## src/include/flash_boot_pkg.sv

```systemverilog
// Function
// - After start, wait for 5AH and tune receiver to initial 9600 bps.
// - Echo 5AH when matched; otherwise send nothing and keep matching.
// - Echo a valid rate code, switching rate only after echo completes.
// - Invalid rate code: send A1H x3, A3H x3, 62H x3, then halt.
// - Command 30H selects writing and is echoed unchanged.
// - Invalid command: send A1H x3, A3H x3, 63H x3, then halt.
// - Bytes one to four at 9600 bps, later bytes at the new rate.
// - Receive password count address, high byte first, without reply.
// - Receive password compare start address, high byte first, without reply.
// - Address byte reception or password error: halt silently.
// - Read count N, compare N received bytes against stored bytes.
// - All FFH from FFFE0H to FFFFFH means blank: skip password.
// - Read protection or password mismatch halts serial communication.
// - Receive hex records, then return 16-bit checksum, upper byte first.
// - After checksum, wait for next command at the modified rate.
// - Ignore bytes until record start 3AH; echo no record data.
// - Reception error or malformed record halts without error code.
// - Checksum sent only after a clean end record.
package flash_boot_pkg;

  typedef logic [7:0]  byte_t;
  typedef logic [23:0] faddr_t;

  typedef struct packed {
    logic  err;
    byte_t data;
  } rx_byte_t;

  typedef struct packed {
    faddr_t addr;
    byte_t  data;
  } flash_wr_t;

  typedef enum logic [4:0] {
    S_MATCH      = 5'h00,
    S_ECHO_MATCH = 5'h01,
    S_RATE       = 5'h02,
    S_ECHO_RATE  = 5'h03,
    S_RATE_WAIT  = 5'h04,
    S_CMD        = 5'h05,
    S_ECHO_CMD   = 5'h06,
    S_ADDR       = 5'h07,
    S_PROT_CHK   = 5'h08,
    S_BLANK_RD   = 5'h09,
    S_CNT_RD     = 5'h0A,
    S_PW_RX      = 5'h0B,
    S_PW_RD      = 5'h0C,
    S_HEX_IDLE   = 5'h0D,
    S_HEX_REC    = 5'h0E,
    S_SUM_HI     = 5'h0F,
    S_SUM_LO     = 5'h10,
    S_ERR_SEQ    = 5'h11,
    S_HALT       = 5'h12
  } state_t;

  localparam byte_t  MATCH_BYTE   = 8'h5A;
  localparam byte_t  RATE_9600    = 8'h28;
  localparam byte_t  RATE_CODE_B  = 8'h18;
  localparam byte_t  RATE_CODE_C  = 8'h10;
  localparam byte_t  RATE_CODE_D  = 8'h08;
  localparam byte_t  RATE_CODE_E  = 8'h04;
  localparam byte_t  CMD_WRITE    = 8'h30;
  localparam byte_t  ERR_PREFIX_A = 8'hA1;
  localparam byte_t  ERR_PREFIX_B = 8'hA3;
  localparam byte_t  ERR_RATE     = 8'h62;
  localparam byte_t  ERR_CMD      = 8'h63;
  localparam byte_t  REC_START    = 8'h3A;
  localparam byte_t  ERASED       = 8'hFF;
  localparam byte_t  REC_DATA     = 8'h00;
  localparam byte_t  REC_END      = 8'h01;
  localparam faddr_t BLANK_FIRST  = 24'h0F_FFE0;
  localparam faddr_t BLANK_LAST   = 24'h0F_FFFF;
  localparam logic [3:0] ADDR_TOP_ZERO = 4'h0;
  localparam logic [2:0] ADDR_BYTES_LAST = 3'h5;
  localparam logic [3:0] ERR_LAST_IDX  = 4'h8;
  localparam logic [3:0] ERR_PREFIX_B_IDX = 4'h3;
  localparam logic [3:0] ERR_CODE_IDX  = 4'h6;
  localparam logic [2:0] FLD_LEN   = 3'h0;
  localparam logic [2:0] FLD_AHI   = 3'h1;
  localparam logic [2:0] FLD_ALO   = 3'h2;
  localparam logic [2:0] FLD_TYPE  = 3'h3;
  localparam logic [2:0] FLD_DATA  = 3'h4;
  localparam logic [2:0] FLD_CHK   = 3'h5;
  localparam logic [1:0] TXB_DEPTH = 2'h2;

endpackage : flash_boot_pkg

```

## src/hdl/flash_boot_writer.sv

```systemverilog
module flash_boot_writer (
  // Clock and reset
  input  wire logic                       CLK,
  input  wire logic                       RST_N,
  // Received bytes from the serial receiver
  input  wire logic                       RX_VALID,
  input  wire flash_boot_pkg::rx_byte_t   RX_BYTE,
  // Transmit bytes to the serial transmitter
  output logic                            TX_VALID,
  output flash_boot_pkg::byte_t           TX_DATA,
  input  wire logic                       TX_READY,
  input  wire logic                       TX_DONE,
  // Rate control
  input  wire logic [4:0]                 RATE_OK,
  output logic                            BAUD_AUTO,
  output flash_boot_pkg::byte_t           RATE_CODE,
  // Flash read port
  output logic                            MEM_RD_REQ,
  output flash_boot_pkg::faddr_t          MEM_RD_ADDR,
  input  wire logic                       MEM_RD_ACK,
  input  wire flash_boot_pkg::byte_t      MEM_RD_DATA,
  // Flash write stream and status
  input  wire logic                       PROTECT,
  output logic                            FLASH_WR_VALID,
  output flash_boot_pkg::flash_wr_t       FLASH_WR,
  output logic                            HALTED
);
  function automatic logic rate_valid(input flash_boot_pkg::byte_t code,
                                      input logic [4:0] ok);
    rate_valid = (code == flash_boot_pkg::RATE_9600   && ok[0]) ||
                 (code == flash_boot_pkg::RATE_CODE_B && ok[1]) ||
                 (code == flash_boot_pkg::RATE_CODE_C && ok[2]) ||
                 (code == flash_boot_pkg::RATE_CODE_D && ok[3]) ||
                 (code == flash_boot_pkg::RATE_CODE_E && ok[4]);
  endfunction : rate_valid
  flash_boot_pkg::state_t state_ff;
  flash_boot_pkg::byte_t  rate_pend_ff;
  flash_boot_pkg::byte_t  rate_ff;
  flash_boot_pkg::byte_t  err_code_ff;
  logic [3:0]             err_idx_ff;
  logic [2:0]             addr_idx_ff;
  logic [47:0]            addr_sh_ff;
  flash_boot_pkg::faddr_t rd_addr_ff;
  logic                   rd_req_ff;
  logic                   blank_ff;
  flash_boot_pkg::byte_t  pw_left_ff;
  flash_boot_pkg::byte_t  pw_byte_ff;
  logic [2:0]             field_ff;
  flash_boot_pkg::byte_t  rec_len_ff;
  flash_boot_pkg::byte_t  rec_cnt_ff;
  logic [15:0]            rec_addr_ff;
  flash_boot_pkg::byte_t  rec_type_ff;
  flash_boot_pkg::byte_t  rec_sum_ff;
  logic [15:0]            sum_ff;
  logic                   wr_valid_ff;
  flash_boot_pkg::flash_wr_t wr_ff;
  // Two-entry transmit buffer.
  flash_boot_pkg::byte_t  txb_mem_ff [2];
  logic                   txb_wr_ff;
  logic                   txb_rd_ff;
  logic [1:0]             txb_cnt_ff;
  logic                   tx_valid_ff;
  flash_boot_pkg::byte_t  tx_data_ff;
  logic                   push;
  flash_boot_pkg::byte_t  push_data;
  logic                   space;
  logic                   pop;
  logic [1:0]             nxt_cnt;
  logic                   nxt_rd;
  logic                   rx_take;
  logic                   rx_bad;
  flash_boot_pkg::byte_t  rx_d;
  flash_boot_pkg::byte_t  err_byte;
  flash_boot_pkg::byte_t  next_sum;
  assign space   = txb_cnt_ff != flash_boot_pkg::TXB_DEPTH;
  assign rx_take = RX_VALID && !RX_BYTE.err;
  assign rx_bad  = RX_VALID && RX_BYTE.err;
  assign rx_d    = RX_BYTE.data;
  assign next_sum = rec_sum_ff + rx_d;
  assign err_byte = (err_idx_ff < flash_boot_pkg::ERR_PREFIX_B_IDX) ?
                      flash_boot_pkg::ERR_PREFIX_A :
                    (err_idx_ff < flash_boot_pkg::ERR_CODE_IDX) ?
                      flash_boot_pkg::ERR_PREFIX_B : err_code_ff;
  // Every transmitted byte goes through the buffer; the sequencer waits for space.
  always_comb begin
    push      = space;
    push_data = err_byte;
    case (state_ff)
      flash_boot_pkg::S_ECHO_MATCH: push_data = flash_boot_pkg::MATCH_BYTE;
      flash_boot_pkg::S_ECHO_RATE:  push_data = rate_pend_ff;
      flash_boot_pkg::S_ECHO_CMD:   push_data = flash_boot_pkg::CMD_WRITE;
      flash_boot_pkg::S_SUM_HI:     push_data = sum_ff[15:8];
      flash_boot_pkg::S_SUM_LO:     push_data = sum_ff[7:0];
      flash_boot_pkg::S_ERR_SEQ:    push_data = err_byte;
      default:                      push      = 1'b0;
    endcase
  end
  // Protocol sequencer.
  always_ff @(posedge CLK) begin
    if (!RST_N) begin
      state_ff     <= flash_boot_pkg::S_MATCH;
      rate_pend_ff <= flash_boot_pkg::RATE_9600;
      err_code_ff  <= flash_boot_pkg::ERR_RATE;
      err_idx_ff   <= 4'h0;
      addr_idx_ff  <= 3'h0;
      addr_sh_ff   <= 48'h0000_0000_0000;
      rd_addr_ff   <= 24'h00_0000;
      rd_req_ff    <= 1'b0;
      blank_ff     <= 1'b1;
      pw_left_ff   <= 8'h00;
      pw_byte_ff   <= 8'h00;
      field_ff     <= flash_boot_pkg::FLD_LEN;
      rec_len_ff   <= 8'h00;
      rec_cnt_ff   <= 8'h00;
      rec_addr_ff  <= 16'h0000;
      rec_type_ff  <= 8'h00;
      rec_sum_ff   <= 8'h00;
      sum_ff       <= 16'h0000;
    end else begin
      case (state_ff)
        flash_boot_pkg::S_MATCH: begin
          // A garbled attempt is dropped silently and matching goes on.
          if (rx_take && rx_d == flash_boot_pkg::MATCH_BYTE) begin
            state_ff <= flash_boot_pkg::S_ECHO_MATCH;
          end
        end
        flash_boot_pkg::S_ECHO_MATCH: if (push) state_ff <= flash_boot_pkg::S_RATE;
        flash_boot_pkg::S_RATE: begin
          if (rx_bad) begin
            state_ff <= flash_boot_pkg::S_HALT;
          end else if (rx_take && rate_valid(rx_d, RATE_OK)) begin
            rate_pend_ff <= rx_d;
            state_ff     <= flash_boot_pkg::S_ECHO_RATE;
          end else if (rx_take) begin
            err_code_ff <= flash_boot_pkg::ERR_RATE;
            err_idx_ff  <= 4'h0;
            state_ff    <= flash_boot_pkg::S_ERR_SEQ;
          end
        end
        flash_boot_pkg::S_ECHO_RATE: if (push) state_ff <= flash_boot_pkg::S_RATE_WAIT;
        flash_boot_pkg::S_RATE_WAIT: begin
          // The new rate applies only once the echo has fully left the line.
          if (TX_DONE && txb_cnt_ff == 2'h0 && !tx_valid_ff) begin
            state_ff <= flash_boot_pkg::S_CMD;
          end
        end
        flash_boot_pkg::S_CMD: begin
          if (rx_bad) begin
            state_ff <= flash_boot_pkg::S_HALT;
          end else if (rx_take && rx_d == flash_boot_pkg::CMD_WRITE) begin
            state_ff <= flash_boot_pkg::S_ECHO_CMD;
          end else if (rx_take) begin
            err_code_ff <= flash_boot_pkg::ERR_CMD;
            err_idx_ff  <= 4'h0;
            state_ff    <= flash_boot_pkg::S_ERR_SEQ;
          end
        end
        flash_boot_pkg::S_ECHO_CMD: begin
          if (push) begin
            addr_idx_ff <= 3'h0;
            sum_ff      <= 16'h0000;
            state_ff    <= flash_boot_pkg::S_ADDR;
          end
        end
        flash_boot_pkg::S_ADDR: begin
          if (rx_bad) begin
            state_ff <= flash_boot_pkg::S_HALT;
          end else if (rx_take) begin
            addr_sh_ff  <= {addr_sh_ff[39:0], rx_d};
            addr_idx_ff <= addr_idx_ff + 3'h1;
            if (addr_idx_ff == flash_boot_pkg::ADDR_BYTES_LAST) begin
              state_ff <= flash_boot_pkg::S_PROT_CHK;
            end
          end
        end
        flash_boot_pkg::S_PROT_CHK: begin
          // An address beyond the flash space counts as a password error.
          if (PROTECT || addr_sh_ff[47:44] != flash_boot_pkg::ADDR_TOP_ZERO ||
              addr_sh_ff[23:20] != flash_boot_pkg::ADDR_TOP_ZERO) begin
            state_ff <= flash_boot_pkg::S_HALT;
          end else begin
            rd_addr_ff <= flash_boot_pkg::BLANK_FIRST;
            blank_ff   <= 1'b1;
            state_ff   <= flash_boot_pkg::S_BLANK_RD;
          end
        end
        flash_boot_pkg::S_BLANK_RD: begin
          rd_req_ff <= !MEM_RD_ACK;
          if (rd_req_ff && MEM_RD_ACK) begin
            if (rd_addr_ff == flash_boot_pkg::BLANK_LAST) begin
              if (blank_ff && MEM_RD_DATA == flash_boot_pkg::ERASED) begin
                state_ff <= flash_boot_pkg::S_HEX_IDLE;
              end else begin
                rd_addr_ff <= addr_sh_ff[47:24];
                state_ff   <= flash_boot_pkg::S_CNT_RD;
              end
            end else begin
              rd_addr_ff <= rd_addr_ff + 24'h00_0001;
            end
            if (MEM_RD_DATA != flash_boot_pkg::ERASED) blank_ff <= 1'b0;
          end
        end
        flash_boot_pkg::S_CNT_RD: begin
          rd_req_ff <= !MEM_RD_ACK;
          if (rd_req_ff && MEM_RD_ACK) begin
            pw_left_ff <= MEM_RD_DATA;
            rd_addr_ff <= addr_sh_ff[23:0];
            state_ff   <= (MEM_RD_DATA == 8'h00) ? flash_boot_pkg::S_HEX_IDLE
                                                 : flash_boot_pkg::S_PW_RX;
          end
        end
        flash_boot_pkg::S_PW_RX: begin
          if (rx_bad) begin
            state_ff <= flash_boot_pkg::S_HALT;
          end else if (rx_take) begin
            pw_byte_ff <= rx_d;
            state_ff   <= flash_boot_pkg::S_PW_RD;
          end
        end
        flash_boot_pkg::S_PW_RD: begin
          rd_req_ff <= !MEM_RD_ACK;
          if (rd_req_ff && MEM_RD_ACK) begin
            if (MEM_RD_DATA != pw_byte_ff) begin
              state_ff <= flash_boot_pkg::S_HALT;
            end else begin
              rd_addr_ff <= rd_addr_ff + 24'h00_0001;
              pw_left_ff <= pw_left_ff - 8'h01;
              state_ff   <= (pw_left_ff == 8'h01) ? flash_boot_pkg::S_HEX_IDLE
                                                  : flash_boot_pkg::S_PW_RX;
            end
          end
        end
        flash_boot_pkg::S_HEX_IDLE: begin
          if (rx_bad) begin
            state_ff <= flash_boot_pkg::S_HALT;
          end else if (rx_take && rx_d == flash_boot_pkg::REC_START) begin
            field_ff   <= flash_boot_pkg::FLD_LEN;
            rec_sum_ff <= 8'h00;
            state_ff   <= flash_boot_pkg::S_HEX_REC;
          end
        end
        flash_boot_pkg::S_HEX_REC: begin
          if (rx_bad) begin
            state_ff <= flash_boot_pkg::S_HALT;
          end else if (rx_take) begin
            rec_sum_ff <= next_sum;
            case (field_ff)
              flash_boot_pkg::FLD_LEN: begin
                rec_len_ff <= rx_d;
                rec_cnt_ff <= 8'h00;
                field_ff   <= flash_boot_pkg::FLD_AHI;
              end
              flash_boot_pkg::FLD_AHI: begin
                rec_addr_ff[15:8] <= rx_d;
                field_ff          <= flash_boot_pkg::FLD_ALO;
              end
              flash_boot_pkg::FLD_ALO: begin
                rec_addr_ff[7:0] <= rx_d;
                field_ff         <= flash_boot_pkg::FLD_TYPE;
              end
              flash_boot_pkg::FLD_TYPE: begin
                rec_type_ff <= rx_d;
                if (!(rx_d == flash_boot_pkg::REC_DATA ||
                      (rx_d == flash_boot_pkg::REC_END && rec_len_ff == 8'h00))) begin
                  state_ff <= flash_boot_pkg::S_HALT;
                end
                field_ff <= (rec_len_ff == 8'h00) ? flash_boot_pkg::FLD_CHK
                                                  : flash_boot_pkg::FLD_DATA;
              end
              flash_boot_pkg::FLD_DATA: begin
                sum_ff     <= sum_ff + {8'h00, rx_d};
                rec_cnt_ff <= rec_cnt_ff + 8'h01;
                if (rec_cnt_ff + 8'h01 == rec_len_ff) field_ff <= flash_boot_pkg::FLD_CHK;
              end
              default: begin
                // The record's own checksum makes the byte sum wrap to zero.
                if (next_sum != 8'h00) begin
                  state_ff <= flash_boot_pkg::S_HALT;
                end else if (rec_type_ff == flash_boot_pkg::REC_END) begin
                  state_ff <= flash_boot_pkg::S_SUM_HI;
                end else begin
                  state_ff <= flash_boot_pkg::S_HEX_IDLE;
                end
              end
            endcase
          end
        end
        flash_boot_pkg::S_SUM_HI: if (push) state_ff <= flash_boot_pkg::S_SUM_LO;
        flash_boot_pkg::S_SUM_LO: if (push) state_ff <= flash_boot_pkg::S_CMD;
        flash_boot_pkg::S_ERR_SEQ: begin
          if (push) begin
            err_idx_ff <= err_idx_ff + 4'h1;
            if (err_idx_ff == flash_boot_pkg::ERR_LAST_IDX) state_ff <= flash_boot_pkg::S_HALT;
          end
        end
        flash_boot_pkg::S_HALT: state_ff <= flash_boot_pkg::S_HALT;
        default: state_ff <= flash_boot_pkg::S_HALT;
      endcase
    end
  end
  // Active rate: 9600 on match, new code only after its echo has gone out.
  always_ff @(posedge CLK) begin
    if (!RST_N) begin
      rate_ff <= flash_boot_pkg::RATE_9600;
    end else if (state_ff == flash_boot_pkg::S_MATCH && rx_take &&
                 rx_d == flash_boot_pkg::MATCH_BYTE) begin
      rate_ff <= flash_boot_pkg::RATE_9600;
    end else if (state_ff == flash_boot_pkg::S_RATE_WAIT && TX_DONE &&
                 txb_cnt_ff == 2'h0 && !tx_valid_ff) begin
      rate_ff <= rate_pend_ff;
    end
  end
  // Write stream: one pulse per accepted data byte.
  always_ff @(posedge CLK) begin
    if (!RST_N) begin
      wr_valid_ff <= 1'b0;
      wr_ff       <= '0;
    end else begin
      wr_valid_ff <= state_ff == flash_boot_pkg::S_HEX_REC && rx_take &&
                     field_ff == flash_boot_pkg::FLD_DATA;
      wr_ff.addr  <= {8'h00, rec_addr_ff + {8'h00, rec_cnt_ff}};
      wr_ff.data  <= rx_d;
    end
  end
  // Buffer pointers; the registered head keeps TX_DATA glitch free.
  assign pop     = tx_valid_ff && TX_READY;
  assign nxt_cnt = txb_cnt_ff + {1'b0, push} - {1'b0, pop};
  assign nxt_rd  = pop ? !txb_rd_ff : txb_rd_ff;
  always_ff @(posedge CLK) begin
    if (!RST_N) begin
      txb_mem_ff[0] <= 8'h00;
      txb_mem_ff[1] <= 8'h00;
      txb_wr_ff     <= 1'b0;
      txb_rd_ff     <= 1'b0;
      txb_cnt_ff    <= 2'h0;
      tx_valid_ff   <= 1'b0;
      tx_data_ff    <= 8'h00;
    end else begin
      if (push) begin
        txb_mem_ff[txb_wr_ff] <= push_data;
        txb_wr_ff             <= !txb_wr_ff;
      end
      txb_rd_ff   <= nxt_rd;
      txb_cnt_ff  <= nxt_cnt;
      tx_valid_ff <= nxt_cnt != 2'h0;
      tx_data_ff  <= (push && nxt_cnt == 2'h1 && (txb_cnt_ff == 2'h0 || pop)) ?
                     push_data : txb_mem_ff[nxt_rd];
    end
  end
  // Status outputs.
  always_ff @(posedge CLK) begin
    if (!RST_N) begin
      BAUD_AUTO <= 1'b1;
      HALTED    <= 1'b0;
    end else begin
      BAUD_AUTO <= state_ff == flash_boot_pkg::S_MATCH;
      HALTED    <= state_ff == flash_boot_pkg::S_HALT;
    end
  end
  assign TX_VALID       = tx_valid_ff;
  assign TX_DATA        = tx_data_ff;
  assign RATE_CODE      = rate_ff;
  assign MEM_RD_REQ     = rd_req_ff;
  assign MEM_RD_ADDR    = rd_addr_ff;
  assign FLASH_WR_VALID = wr_valid_ff;
  assign FLASH_WR       = wr_ff;
endmodule : flash_boot_writer

```

## config.mk

```make
export PLATFORM = sky130hd
export DESIGN_NAME = flash_boot_writer
export DESIGN_NICKNAME = d
export VERILOG_FILES = /design/src/include/flash_boot_pkg.sv /design/src/hdl/flash_boot_writer.sv
export SDC_FILE = /design/constraint.sdc
export NUM_CORES = 1
export LEC_CHECK = 0
export ABC_CLOCK_PERIOD_IN_PS = 5600
export BUFFER_PORTS_ARGS = -buffer_cell sky130_fd_sc_hd__buf_4
export CORE_ASPECT_RATIO = 1.1
export CORE_MARGIN = 2
export CORE_UTILIZATION = 28
export CTS_BUF_LIST = sky130_fd_sc_hd__clkbuf_4 sky130_fd_sc_hd__clkbuf_8
export DETAILED_ROUTE_END_ITERATION = 8
export PLACE_DENSITY = 0.51
export SKIP_CTS_REPAIR_TIMING = 1
export SYNTH_ARGS = -nofsm -noshare
export SYNTH_HDL_FRONTEND = slang
export SYNTH_SLANG_ARGS = --single-unit
```

## constraint.sdc

```tcl
create_clock -name CLK -period 5.6 [get_ports CLK]
set_input_delay 1.4 -clock CLK [delete_from_list [all_inputs] [get_ports CLK]]
set_output_delay 1.4 -clock CLK [all_outputs]
set_load 0.005 [all_outputs]
```

==> results by group <==
Cells and area
  • Layout cell share with drive strength beyond 1: 0.146
  • Final Cell Area: about 0.015 mm^2
  • Area of the multi-input gates: a little under 0.007 mm^2
  • Fin nets: ~1,600
  • Fill cells: between 4,000 and 5,000
  • Area growth syn-to-layout: 17.0%
  • Fin util: 0.330
  • Reg area: between 0.005 and 0.006 mm^2

Clocking
  • Root Driver: clkbuf_8
  • # H-tree levels: 2
  • TritonCTS clock tree: done
  • CTS Buf Count: 45
  • CTS Buffer Depth: 3
  • Clock net sink count: ~240
  • Clock-pin slew on the worst setup and hold paths: around 60 ps
  • Worst skew pair latency: just under 600 ps

Global routing
  • GRT overflow: 0
  • GR met1 Demand/Resource: 0.218
  • GRT Util Overall: 0.165
  • GR Util met2: 0.270
  • GR Layer Usage met3: 0.0302
  • First-pass GRT wire length: roughly 60,000 um
  • GR peak layer: met2
  • Initial antenna violation count: 2
  • Largest net degree at the start of global routing: between 80 and 90
  • Vias in the first global route: ~11,000

Placed design
  • Placement Cell Area: about 0.014 mm^2
  • GPL Wtd Cong: roughly 0.85
  • Final HPWL DP: about 26,000 um
  • Buffers added on ports: 97

Floorplanning
  • Core Region: ~0.044 mm^2
  • Die Height: approximately 230 um
  • Ports: 106
  • Full die area: about 0.046 mm^2
  • Initial core utilization: 0.282
  • # rows: slightly above 80
  • Die W: about 210 um

Setup path
  • Setup crit start: state_ff[3]
  • FF-to-FF Start: state_ff[3]
  • WP data required: 6070 ps
  • Critical Path AT: about 4200 ps
  • CP cell instances: xor2_1 -> o22a_1 -> o21ai_1 -> nand2_1 -> ha_1 -> inv_1 -> ha_1 -> xor2_1 -> a211o_1 -> a21o_1 -> nor2b_1 -> a211oi_1
  • Critical setup path kind: reg -> reg
  • Crit end category: flop
  • Crit start category: flop
  • CP peak stage delay: between 900 and 1000 ps
  • Slowest-stage cell, CP: dfxtp_1
  • Worst-path fanout max: 24

Logic synthesis
  • Post-synth EDFFs: 16
  • Synth Cell Area: approximately 0.012 mm^2
  • Netlist cell types: between 80 and 90
  • Post-synthesis sequential area ratio: 0.402
  • Top-area cell type share of the netlist area: 0.363
  • Top area cells in the synthesized netlist: dfxtp_1 (36%), nand2_1 (5.5%), nor2_1 (5.4%), a21oi_1 (5.2%), edfxtp_1 (3.9%)
  • Syn Area/Cell: about 8.2 um^2
  • Most common library cells after synthesis: dfxtp_1 (226), nand2_1 (184), nor2_1 (178)
  • Synthesized netlist cell count: approximately 1,500
  • Largest area contributor in the netlist: dfxtp_1
  • Main synth FF type: dfxtp_1
  • Yosys warns: 0
  • Cell with the most instances after synthesis: dfxtp_1
  • Ys async rst share: 0
  • Yosys reg bits: between 200 and 250

Pwr
  • Pwr/cell area: approximately 330 mW/mm^2
  • Leakage: roughly 5.5 nW
  • VDD IR max: around 0.13 mV

Status
  • Status: completed

Drt
  • Post-DRT Antenna Nets: 0
  • Remaining DRCs: 0
  • Detailed Route Iter0 Violations: 879
  • DR vias: roughly 11,000
  • Vias per inst: roughly 5
  • Wire per inst: ~17 um
  • DRT Pass-1 Iters: 5
  • Routed Wire Length: 38,100 um

STA
  • Skew final: between 40 and 50 ps
  • Relative slew slack: 0.266
  • Pins Over Slew Limit: 0
  • Worst Max-Slew Pin Slew: between 1000 and 1500 ps
  • RSZ-0062 raised after global routing: no
  • Hold Fails Final Rpt: 0
  • Fmax: approximately 0.27 GHz
  • Post-layout minimum cycle time: approximately 3700 ps
  • Setup violators final: 0
  • Final period utilization: 0.667
  • Setup TNS: 0 ps

Hold path
  • Worst hold path class: reg -> reg
  • Hold Startpoint: addr_sh_ff[32]

Job
  • Maximum Capacitance Violations: 0
## power breakdown
group          leakage [nW]  switching (mW)  internal (mW)
Combinational          3.00           0.582          0.371
Sequential             1.99           0.109           1.85
Clock                 0.518           0.788           1.04
## critical path, delay by kind of cell, from the launching register on
family	cells	cell delay, ps
fa+ha+maj	2	460
buf+inv	1	50
xor+xnor	2	440
flops	1	940
compound gates	5	1400
simple gates	2	300
## worst paths after layout
path	end	slack [ps]	cells past startpoint
worst min-delay path	addr_sh_ff[40]	450	2
worst max-delay path	TX_DATA[6]	1860	12
worst min register to register	addr_sh_ff[40]	450	2
worst max register to register	TX_DATA[6]	1860	12
## layout by cell type, fill, tap and decap left out, drive strengths merged, types with 23 or more instances in the layout
cell,instances
nand3,45
nor3,45
inv,40
dfxtp,226
xor2,35
mux2i,44
a21oi,130
o21ai,80
nand2,186
nor2,182
ha,33
nor2b,23
buf,110
clkbuf,67
## per-stage QoR
stage,hold slack [ps],cells,worst slack (ps),total power [mW]
global placement,442,2113,1610,2.94
floorplan,436,1518,2140,2.63
detailed placement,448,2113,1570,2.95
finish,453,2195,1860,4.74
CTS,457,2193,1780,4.80
global route,481,2194,1380,5.00
## routing by layer
metal  part of all wire  routed length, um
met1               0.45              17300
met2               0.46              17700
met3              0.057               2170
met4              0.026                992
met5                  0                  0
## state kept, by name, indices dropped and copies added, names as in the netlist, 4 cells and up
name          flops
FLASH_WR         24
MEM_RD_ADDR      24
RATE_CODE         8
TX_DATA           8
addr_sh_ff       48
err_idx_ff        4
pw_byte_ff        8
pw_left_ff        8
rate_pend_ff      8
rec_addr_ff      16
rec_cnt_ff        8
rec_len_ff        8
rec_sum_ff        8
rec_type_ff       8
state_ff          5
sum_ff           16
txb_mem_ff       16
## cell families (layout without fill, tap and decap cells)
group / after synthesis / count (layout) / synth area share
mux: 47 / 47 / 0.0381
buf+inv: 136 / 230 / 0.0473
compound gates: 378 / 378 / 0.195
fa+ha+maj: 37 / 37 / 0.0388
simple gates: 615 / 615 / 0.240
other cells: 1 / 10 / 0.000301
flops: 242 / 242 / 0.402
xor+xnor: 55 / 55 / 0.0387
## cell type report
type                       instances  area share
sequential                       242       0.343
inverter                          40      0.0105
tap                              581      0.0499
timing repair buffer             110      0.0567
clock buffer                      67      0.0568
multi-input combinational       1140       0.473
clock inverter                    13     0.00893
antenna                            2    0.000343
Note: power is estimated with default switching activity, not from simulation.
